**src/hcct_pkg.sv**
```systemverilog
// Constants for the host configuration-cycle translator.
// Assumes one host clock, with all host and PCI handshakes on that clock.
package hcct_pkg;
    // ======================================================================
    // I/O port map
    localparam logic [15:0] IO_PTR_OFS  = 16'h0CF8;   // Pointer dword
    localparam logic [15:0] IO_TRC_OFS  = 16'h0CF9;   // Turbo/reset byte
    localparam logic [15:0] IO_DATA_OFS = 16'h0CFC;   // Data window dword
    localparam logic [13:0] IO_PTR_IDX  = IO_PTR_OFS[15:2];
    localparam logic [13:0] IO_DATA_IDX = IO_DATA_OFS[15:2];
    localparam logic [1:0]  TRC_LANE    = IO_TRC_OFS[1:0];

    // ======================================================================
    // Byte-enable patterns, active low
    localparam logic [3:0] BE_FULL     = 4'h0;        // All four lanes
    localparam logic [3:0] BE_TRC_ONLY = 4'hD;        // Lane 1 alone

    // ======================================================================
    // Pointer layout
    localparam int PTR_EN_BIT  = 31;
    localparam int BUS_MSB     = 23;
    localparam int BUS_LSB     = 16;
    localparam int DEV_MSB     = 15;
    localparam int DEV_LSB     = 11;
    localparam int DEV_LINES   = 21;                  // AD[31:11]
    localparam logic [31:0] PTR_WR_MASK = 32'h80FF_FFFC;
    localparam logic [31:0] PTR_RESET   = 32'h0000_0000;
    localparam logic [1:0]  TYPE0_LOW   = 2'h0;
    localparam logic [1:0]  TYPE1_LOW   = 2'h1;
    localparam logic [4:0]  SELF_DEV    = 5'h00;

    // ======================================================================
    // Turbo and reset control layout
    localparam int TRC_INIT_EN = 4;
    localparam int TRC_BIST_EN = 3;
    localparam int TRC_RST_CPU = 2;
    localparam int TRC_HARD_EN = 1;
    localparam int TRC_TURBO   = 0;
    localparam logic [7:0] TRC_WR_MASK = 8'h1F;        // Bits 7:5 reserved
    localparam logic [7:0] TRC_RESET   = 8'h00;

    // ======================================================================
    // Timing
    localparam int CLK_PERIOD_NS = 5;
    localparam int HARD_RST_NS   = 1000;              // Least hard reset width
    localparam int INIT_NS       = 80;                // Least init width
    localparam logic [7:0] HARD_RST_CYC =
        8'((HARD_RST_NS + CLK_PERIOD_NS - 1) / CLK_PERIOD_NS);
    localparam logic [7:0] INIT_CYC =
        8'((INIT_NS + CLK_PERIOD_NS - 1) / CLK_PERIOD_NS);

    // ======================================================================
    // Transaction sequencer, one-hot
    typedef enum logic [2:0] {
        ST_IDLE = 3'h1,
        ST_BUSY = 3'h2,
        ST_DONE = 3'h4
    } hcct_state_t;
endpackage

```
**src/hcct_translator.sv**
```systemverilog
// Host I/O to PCI configuration-cycle translator with reset control.
// Assumes host requests and PCI completions arrive on mclk, no crossing.
`timescale 1ns/1ps
module hcct_translator (
    input  wire logic        mclk,             // Host clock
    input  wire logic        rst_b,            // Async reset, active low
    input  wire logic        clkEn,            // Freezes all state when low
    input  wire logic        ioReq,            // Host I/O request pulse
    input  wire logic        ioWrite,          // 1 write, 0 read
    input  wire logic [13:0] ioAddr,           // Dword index of I/O address
    input  wire logic [3:0]  hostUpperByteEnB, // Upper host byte enables
    input  wire logic [31:0] ioWdata,          // Host write data
    output logic             ioDone,           // Host completion pulse
    output logic      [31:0] ioRdata,          // Host read data
    output logic             pciReq,           // PCI cycle start pulse
    output logic             pciCfg,           // 1 configuration, 0 I/O
    output logic             pciWrite,         // PCI cycle direction
    output logic      [31:0] pciAddr,          // Address phase value
    output logic      [3:0]  pciCbeB,          // Data phase byte enables
    output logic      [31:0] pciWdata,         // PCI write data
    input  wire logic        pciDone,          // PCI cycle complete pulse
    input  wire logic [31:0] pciRdata,         // PCI read data
    output logic             selfDevsel,       // Bridge claims own cycle
    output logic             cpuHardResetLine, // Processor hard reset
    output logic             cpuSoftInit,      // Processor soft init
    output logic             deturbo           // Turbo select bit
);
    import hcct_pkg::*;

    // ======================================================================
    // Registers and decode
    hcct_state_t state;             // Sequencer state
    logic [31:0] cfgPointer;        // Pointer register
    logic [7:0]  turboResetControl; // Turbo and reset control register
    logic [7:0]  rstCnt;            // Reset pulse counter
    logic [31:0] encAddr;           // Encoded configuration address
    logic        encSelf;           // Cycle aims at the bridge itself
    logic        accept;            // Request taken this cycle
    logic        ptrHit;            // Pointer dword addressed
    logic        dataHit;           // Data window dword addressed
    logic        fullDword;         // All lanes enabled
    logic        trcHit;            // Reset control byte addressed alone
    logic        cfgGo;             // Configuration cycle launch
    logic [7:0]  trcNew;            // Masked write value for control byte
    logic        rstRise;           // Bit 2 rising on a control write

    assign accept    = clkEn && ioReq && (state == ST_IDLE);
    assign ptrHit    = (ioAddr == IO_PTR_IDX);
    assign dataHit   = (ioAddr == IO_DATA_IDX);
    assign fullDword = (hostUpperByteEnB == BE_FULL);
    assign trcHit    = ptrHit && (hostUpperByteEnB == BE_TRC_ONLY);
    // Any lane of the window dword counts, not only full dwords
    assign cfgGo     = dataHit && cfgPointer[PTR_EN_BIT];
    assign trcNew    = ioWdata[8*TRC_LANE +: 8] & TRC_WR_MASK;
    assign rstRise   = accept && ioWrite && trcHit
                       && !turboResetControl[TRC_RST_CPU] && trcNew[TRC_RST_CPU];

    hcct_cfg_encoder u_enc (
        .cfgPointer (cfgPointer),
        .cfgAddr    (encAddr),
        .selfHit    (encSelf)
    );

    // ======================================================================
    // Pointer register; reserved bits masked so they never read back
    always_ff @(posedge mclk or negedge rst_b) begin
        if (!rst_b) begin
            cfgPointer <= PTR_RESET;
        end else if (clkEn) begin
            // Only full dword writes load; partial ones other than lane 1 alone go out to PCI instead
            if (accept && ioWrite && ptrHit && fullDword) begin
                cfgPointer <= ioWdata & PTR_WR_MASK;
            end
        end
    end

    // ======================================================================
    // Turbo and reset control register
    always_ff @(posedge mclk or negedge rst_b) begin
        if (!rst_b) begin
            turboResetControl <= TRC_RESET;
            deturbo           <= 1'b0;
        end else if (clkEn) begin
            // Lane 1 alone; reserved bits are dropped on the way in
            if (accept && ioWrite && trcHit) begin
                turboResetControl <= trcNew;
                deturbo           <= trcNew[TRC_TURBO];
            end
        end
    end

    // ======================================================================
    // Processor reset pulses; a second trigger mid-pulse restarts it
    always_ff @(posedge mclk or negedge rst_b) begin
        if (!rst_b) begin
            rstCnt           <= 8'h00;
            cpuHardResetLine <= 1'b0;
            cpuSoftInit      <= 1'b0;
        end else if (clkEn) begin
            if (rstRise) begin
                if (trcNew[TRC_HARD_EN]) begin
                    // Hard reset; init rides along only in self-test mode
                    rstCnt           <= HARD_RST_CYC;
                    cpuHardResetLine <= 1'b1;
                    cpuSoftInit      <= trcNew[TRC_BIST_EN]
                                        && trcNew[TRC_INIT_EN];
                end else if (trcNew[TRC_INIT_EN]) begin
                    rstCnt           <= INIT_CYC;
                    cpuHardResetLine <= 1'b0;
                    cpuSoftInit      <= 1'b1;
                end else begin
                    // Soft reset with init disabled falls back to hard reset
                    rstCnt           <= HARD_RST_CYC;
                    cpuHardResetLine <= 1'b1;
                    cpuSoftInit      <= 1'b0;
                end
            end else if (rstCnt != 8'h00) begin
                rstCnt <= rstCnt - 8'h01;
                if (rstCnt == 8'h01) begin
                    cpuHardResetLine <= 1'b0;
                    cpuSoftInit      <= 1'b0;
                end
            end
        end
    end

    // ======================================================================
    // Transaction sequencer
    always_ff @(posedge mclk or negedge rst_b) begin
        if (!rst_b) begin
            state <= ST_IDLE;
        end else if (clkEn) begin
            case (state)
                ST_IDLE: begin
                    if (accept) begin
                        if (ptrHit && (fullDword || trcHit)) begin
                            state <= ST_DONE;
                        end else begin
                            state <= ST_BUSY;
                        end
                    end
                end
                // Wait for the target to finish the forwarded cycle
                ST_BUSY: begin
                    if (pciDone) begin
                        state <= ST_DONE;
                    end
                end
                // One idle cycle so the host can drop its request
                ST_DONE: begin
                    state <= ST_IDLE;
                end
                default: begin
                    state <= ST_IDLE;
                end
            endcase
        end
    end

    // ======================================================================
    // PCI cycle launch
    always_ff @(posedge mclk or negedge rst_b) begin
        if (!rst_b) begin
            pciReq     <= 1'b0;
            pciCfg     <= 1'b0;
            pciWrite   <= 1'b0;
            pciAddr    <= 32'h0000_0000;
            pciCbeB    <= 4'hF;
            pciWdata   <= 32'h0000_0000;
            selfDevsel <= 1'b0;
        end else if (clkEn) begin
            // Start pulse lasts one cycle only
            pciReq <= 1'b0;
            if (accept && !(ptrHit && (fullDword || trcHit))) begin
                pciReq   <= 1'b1;
                pciWrite <= ioWrite;
                pciWdata <= ioWdata;
                pciCbeB  <= hostUpperByteEnB;
                if (cfgGo) begin
                    pciCfg     <= 1'b1;
                    pciAddr    <= encAddr;
                    selfDevsel <= encSelf;
                end else begin
                    // Plain I/O, including partial pointer accesses
                    pciCfg  <= 1'b0;
                    pciAddr <= {16'h0000, ioAddr, 2'h0};
                end
            end else if (state == ST_BUSY && pciDone) begin
                selfDevsel <= 1'b0;
            end
        end
    end

    // ======================================================================
    // Host completion and read data
    always_ff @(posedge mclk or negedge rst_b) begin
        if (!rst_b) begin
            ioDone  <= 1'b0;
            ioRdata <= 32'h0000_0000;
        end else if (clkEn) begin
            ioDone <= 1'b0;
            if (state == ST_IDLE && accept && ptrHit && fullDword) begin
                ioDone <= 1'b1;
                if (!ioWrite) begin
                    ioRdata <= cfgPointer;
                end
            // Control byte answers in lane 1
            end else if (state == ST_IDLE && accept && trcHit) begin
                ioDone <= 1'b1;
                if (!ioWrite) begin
                    ioRdata <= {16'h0000, turboResetControl, 8'h00};
                end
            end else if (state == ST_BUSY && pciDone) begin
                ioDone <= 1'b1;
                if (!pciWrite) begin
                    ioRdata <= pciRdata;
                end
            end
        end
    end
endmodule // hcct_translator

```
**src/hcct_cfg_encoder.sv**
```systemverilog
// Address-phase encoder for configuration cycles.
// Assumes a stable pointer value; purely combinational.
`timescale 1ns/1ps
module hcct_cfg_encoder (
    input  wire logic [31:0] cfgPointer,  // Pointer register contents
    output logic      [31:0] cfgAddr,     // Address phase value
    output logic             selfHit      // Cycle targets the bridge
);
    import hcct_pkg::*;

    // ======================================================================
    // Device decode
    logic [DEV_LINES-1:0] devSel;          // One line per device number
    logic                 busZero;         // Type 0 when set

    // One comparator per select line; devices above 20 select nothing
    genvar gi;
    generate
        for (gi = 0; gi < DEV_LINES; gi++) begin : g_sel
            assign devSel[gi] = (cfgPointer[DEV_MSB:DEV_LSB] == 5'(gi));
        end
    endgenerate

    assign busZero = (cfgPointer[BUS_MSB:BUS_LSB] == 8'h00);

    // Bridge owns device 0 on bus 0, hence AD11
    assign selfHit = busZero && (cfgPointer[DEV_MSB:DEV_LSB] == SELF_DEV);

    // ======================================================================
    // Address phase selection
    always_comb begin
        if (busZero) begin
            cfgAddr = {devSel, cfgPointer[10:2], TYPE0_LOW};
        end else begin
            cfgAddr = {cfgPointer[31:2], TYPE1_LOW};
        end
    end
endmodule // hcct_cfg_encoder

```
**config.mk**
```make
export PLATFORM = sky130hd
export DESIGN_NAME = hcct_translator
export DESIGN_NICKNAME = d
export VERILOG_FILES = /design/src/hcct_pkg.sv /design/src/hcct_translator.sv /design/src/hcct_cfg_encoder.sv
export SDC_FILE = /design/constraint.sdc
export NUM_CORES = 1
export LEC_CHECK = 0
export BUFFER_PORTS_ARGS = -buffer_cell sky130_fd_sc_hd__buf_4
export CELL_PAD_IN_SITES_DETAIL_PLACEMENT = 0
export CELL_PAD_IN_SITES_GLOBAL_PLACEMENT = 1
export CORE_MARGIN = 2
export CORE_UTILIZATION = 40
export DETAILED_ROUTE_END_ITERATION = 6
export PLACE_DENSITY = 0.82
export SETUP_SLACK_MARGIN = 0.15
export SLEW_MARGIN = 20
export SYNTH_ARGS = -nofsm -noshare
export SYNTH_HDL_FRONTEND = slang
export SYNTH_SLANG_ARGS = --single-unit
```
**constraint.sdc**
```tcl
create_clock -name mclk -period 3.1 [get_ports mclk]
set_input_delay 0.155 -clock mclk [delete_from_list [all_inputs] [get_ports mclk]]
set_output_delay 0.155 -clock mclk [all_outputs]
set_load 0.05 [all_outputs]
```
==> results.md <==
- completed — run status
- 899 ps — Tightest Pin Transition
- 145 — number of synthesized register bits
- 876 — net count of the finished layout
- built — TritonCTS clock tree
- 0 — warning count from the yosys run
- 131 um — floorplan die height
- dfrtp_1 54%, mux2_2 7.5%, mux2_4 4.7% — leading cell types by total area after synthesis
- 0 — number of max-cap violations
- 0 — Final ANT Viol Nets
- dfrtp_1 — Primary FF master, synth
- 1015 — non-filler cells, final
- 11.0 ps — skew final
- 140 x dfrtp_1, 44 x nand2_1, 44 x nor2_1 — most instantiated cells after synthesis
- 6450 um2 — Synth Cell Area
- dfrtp_1 — most used standard cell by instance count after synthesis
- 0.223 — Total GRT Usage
- 17 — Inserted Clock Buffers
- 5 — cell depth of the worst flop-to-flop path
- 995 nW/um2 — power per cell area
- 639 — nets in the synthesized netlist
- 92 — pin count of the biggest net entering global routing
- clkbuf_16 — clock root buffer master
- 46 — placement row count
- 5305 — overall via count from detail_route
- 0.849 — Final Wtd Congestion
- 194 — Port Buffer Count
- 2700 ps — crit path time final
- 61 — number of distinct library cell variants in the gate-level netlist after synthesis
- 4.44 nW — Leakage
- 43.7% — synth-to-layout area growth
- 549 — Gate Count Post-Synth
- 430 ps — worst-skew pair later-pin latency
- 0 — number of failing hold endpoints at the final stage
- 28800 um — first-pass GRT wire length
- ioRdata[15]$_DFFE_PN0P_ — FF-to-FF End
- 4 — H-tree depth
- 0 — max-slew violation total from the final report
- 5378 — number of global-route vias before repair
- 0 — total buffers and inverters traversed by the critical path
- 750 ps — largest stage delay on the critical path
- 0 — # diodes
- 400 ps — flop-to-flop setup slack
- flip-flop — type of element capturing the critical path
- flip-flop — startpoint types
- 938 — Placed Instances
- 196 — number of top-level pins
- 570 uV — maximum VDD drop
- 145 — CTS Sinks
- 17200 um2 — die area
- state[1]$_DFFE_PN0P_ — Worst Hold End
- input pin to flip-flop — Hold/Removal Path Class
- 0.401 — Max-Slew Margin vs Limit
- 3380 ps — CP required
- 0.870 — Final period util
- pciDone — startpoint of the most critical hold path
- dfrtp_1 — cell type contributing the most total cell area after synthesis
- 0 — global route overflow
- 2 — Clock Tree Buf Depth
- 371 MHz — Max Clk Rate
- nand4b_1 -> or4_1 -> a211o_1 -> a22oi_1 -> a21oi_1 — cell-by-cell listing of the critical path
- 2980 ps — data arrival at the endpoint of the critical path
- 0 — drt drc
- 131 um — Die Width
- 18800 um — Post-Route WL
- 8140 um2 — area post-placement
- 60 ps — clock-pin slew on the worst setup and hold paths
- 0.392 — layout cell share with drive strength beyond 1
- flip-flop to flip-flop — Worst Path Class, Setup
- 1.00 — Post-synth ARST share
- 13300 um — total half-perimeter wirelength after legalization and detailed placement
- 5 — TritonRoute pass-1 iters
- 15800 um2 — area of the core
- 0 ps — setup total negative slack
- 1316 — final-layout fill cell count
- state[0]$_DFFE_PN1P_ — crit path launch
- no — unrepaired setup endpoints after global routing
- 0 — initial antenna violation count
- state[0]$_DFFE_PN1P_ — Reg-to-Reg Start
- 0 — # setup viols final
- 18.5 um — mean routed wirelength per cell
- 11.7 um2 — Mean Syn Cell Area
- 9270 um2 — Non-Filler Cell Area, Final
- 4 — Hold Path Depth
- 227 — number of DRC markers in iteration 0
- or4_1 — cell with the largest stage delay on the worst path
- compound AO/OA/AOI/OAI gates — category of cells accounting for the largest share of critical-path delay
- 0.564 — share of synthesized area occupied by flip-flops and latches
- 0 — Post-synth EDFFs
- 25 — top fanout value on the critical path
- 0 — total setup buffers inserted after CTS
- 0.408 — Initial Util
- 0.543 — area share of the leading cell type in the synthesized netlist
- 5.23 — post-DR vias/cell
-- what timing repair did --
| action | in CTS | in global routing |
|---|---|---|
| hold endpoints to repair | 118 | 0 |
| hold buffers | 45 | 0 |
| resized for setup | 0 | 0 |
-- per-stage QoR --
step | setup WS, ps | hold WS, ps | util | total power, mW
2_1_floorplan | 768 | -141 | - | 5.53
3_3_place_gp | 487 | 132 | 0.514 | 6.77
3_5_place_dp | 430 | 137 | 0.514 | 6.85
4_1_cts | 409 | 2.47 | 0.586 | 9.28
5_1_grt | 207 | 11.4 | 0.586 | 9.61
6_report | 403 | 13.1 | 0.586 | 9.22
-- kinds of logic after synthesis --
group	Yosys count	share of synthesized area
xor gates and xnor gates	1	0.00136
AOI/OAI and AO/OA	130	0.134
muxes	75	0.140
adders and majority gates	2	0.00388
buffers and inverters	37	0.0260
DFF	145	0.564
other	1	0.000581
and+or+nand+nor	158	0.130
-- layer usage --
layer / wire [um] / GRT usage / vias up
li1: - / - / 2470
met3: 901 / 0.0472 / 23
met4: 343 / 0.0895 / 0
met5: 0 / 0 / -
met2: 9750 / 0.372 / 169
met1: 7770 / 0.286 / 2643
-- final cells by class --
| cell class | instances | area [um2] | share of cell area |
|---|---|---|---|
| well taps | 216 | 270 | 0.0292 |
| flip-flops and latches | 145 | 3630 | 0.392 |
| inverters | 8 | 30.0 | 0.00324 |
| multi-input cells | 367 | 2660 | 0.287 |
| clock inverters | 12 | 239 | 0.0258 |
| clock buffers | 20 | 437 | 0.0471 |
| repair buffers | 247 | 2000 | 0.215 |
-- worst min-delay path, delay by kind of cell --
kind	cells	cell delay, ps
compound gates	1	60
buf+inv	1	90
simple gates	2	110
-- worst max path at each step --
stage	endpoint	slack, ps	cells after the start
finish	ioRdata[15]$_DFFE_PN0P_	400	5
global route	ioRdata[15]$_DFFE_PN0P_	210	5
CTS	ioRdata[15]$_DFFE_PN0P_	410	5
detailed placement	ioRdata[22]$_DFFE_PN0P_	430	5
global placement	ioRdata[15]$_DFFE_PN0P_	490	5
floorplan	cfgPointer[10]$_DFFE_PN0P_	770	7
-- placed cells by master, fill, tap and decap left out, types with 4 or more instances in the layout --
master | Yosys | routed
inv_1 | 8 | 8
o21ai_0 | 27 | 27
clkinv_2 | 0 | 4
dfrtp_1 | 140 | 140
or4_1 | 5 | 5
nand3_1 | 9 | 9
nor4_1 | 7 | 6
a22oi_1 | 24 | 24
bufinv_16 | 0 | 7
mux2_2 | 43 | 43
a31oi_1 | 7 | 7
dlygate4sd3_1 | 0 | 45
dfstp_2 | 5 | 5
nor2_1 | 44 | 44
nor3_1 | 11 | 11
buf_4 | 1 | 199
a22o_1 | 15 | 15
nand2b_1 | 8 | 8
a21oi_1 | 29 | 29
mux2_4 | 20 | 20
nand2_1 | 44 | 44
clkbuf_16 | 0 | 17
mux2i_1 | 11 | 11
o31ai_1 | 10 | 10
-- where the power goes --
| part | internal, mW | total (mW) | leakage, nW | switching, mW |
|---|---|---|---|---|
| clock | 1.59 | 2.37 | 0.332 | 0.783 |
| sequential | 2.51 | 2.89 | 1.86 | 0.380 |
| combinational | 1.28 | 3.97 | 2.25 | 2.69 |
| total | 5.37 | 9.22 | 4.44 | 3.85 |
-- flip-flops by register name (all words and copies together), names as in the netlist --
register           cells
pciWdata              32
rstCnt                 8
cfgPointer            23
pciCfg                 1
ioDone                 1
cpuSoftInit            1
pciCbeB                4
pciReq                 1
selfDevsel             1
cpuHardResetLine       1
pciAddr               31
state                  3
turboResetControl      5
pciWrite               1
ioRdata               32
Power figures use the tool's default switching activity.
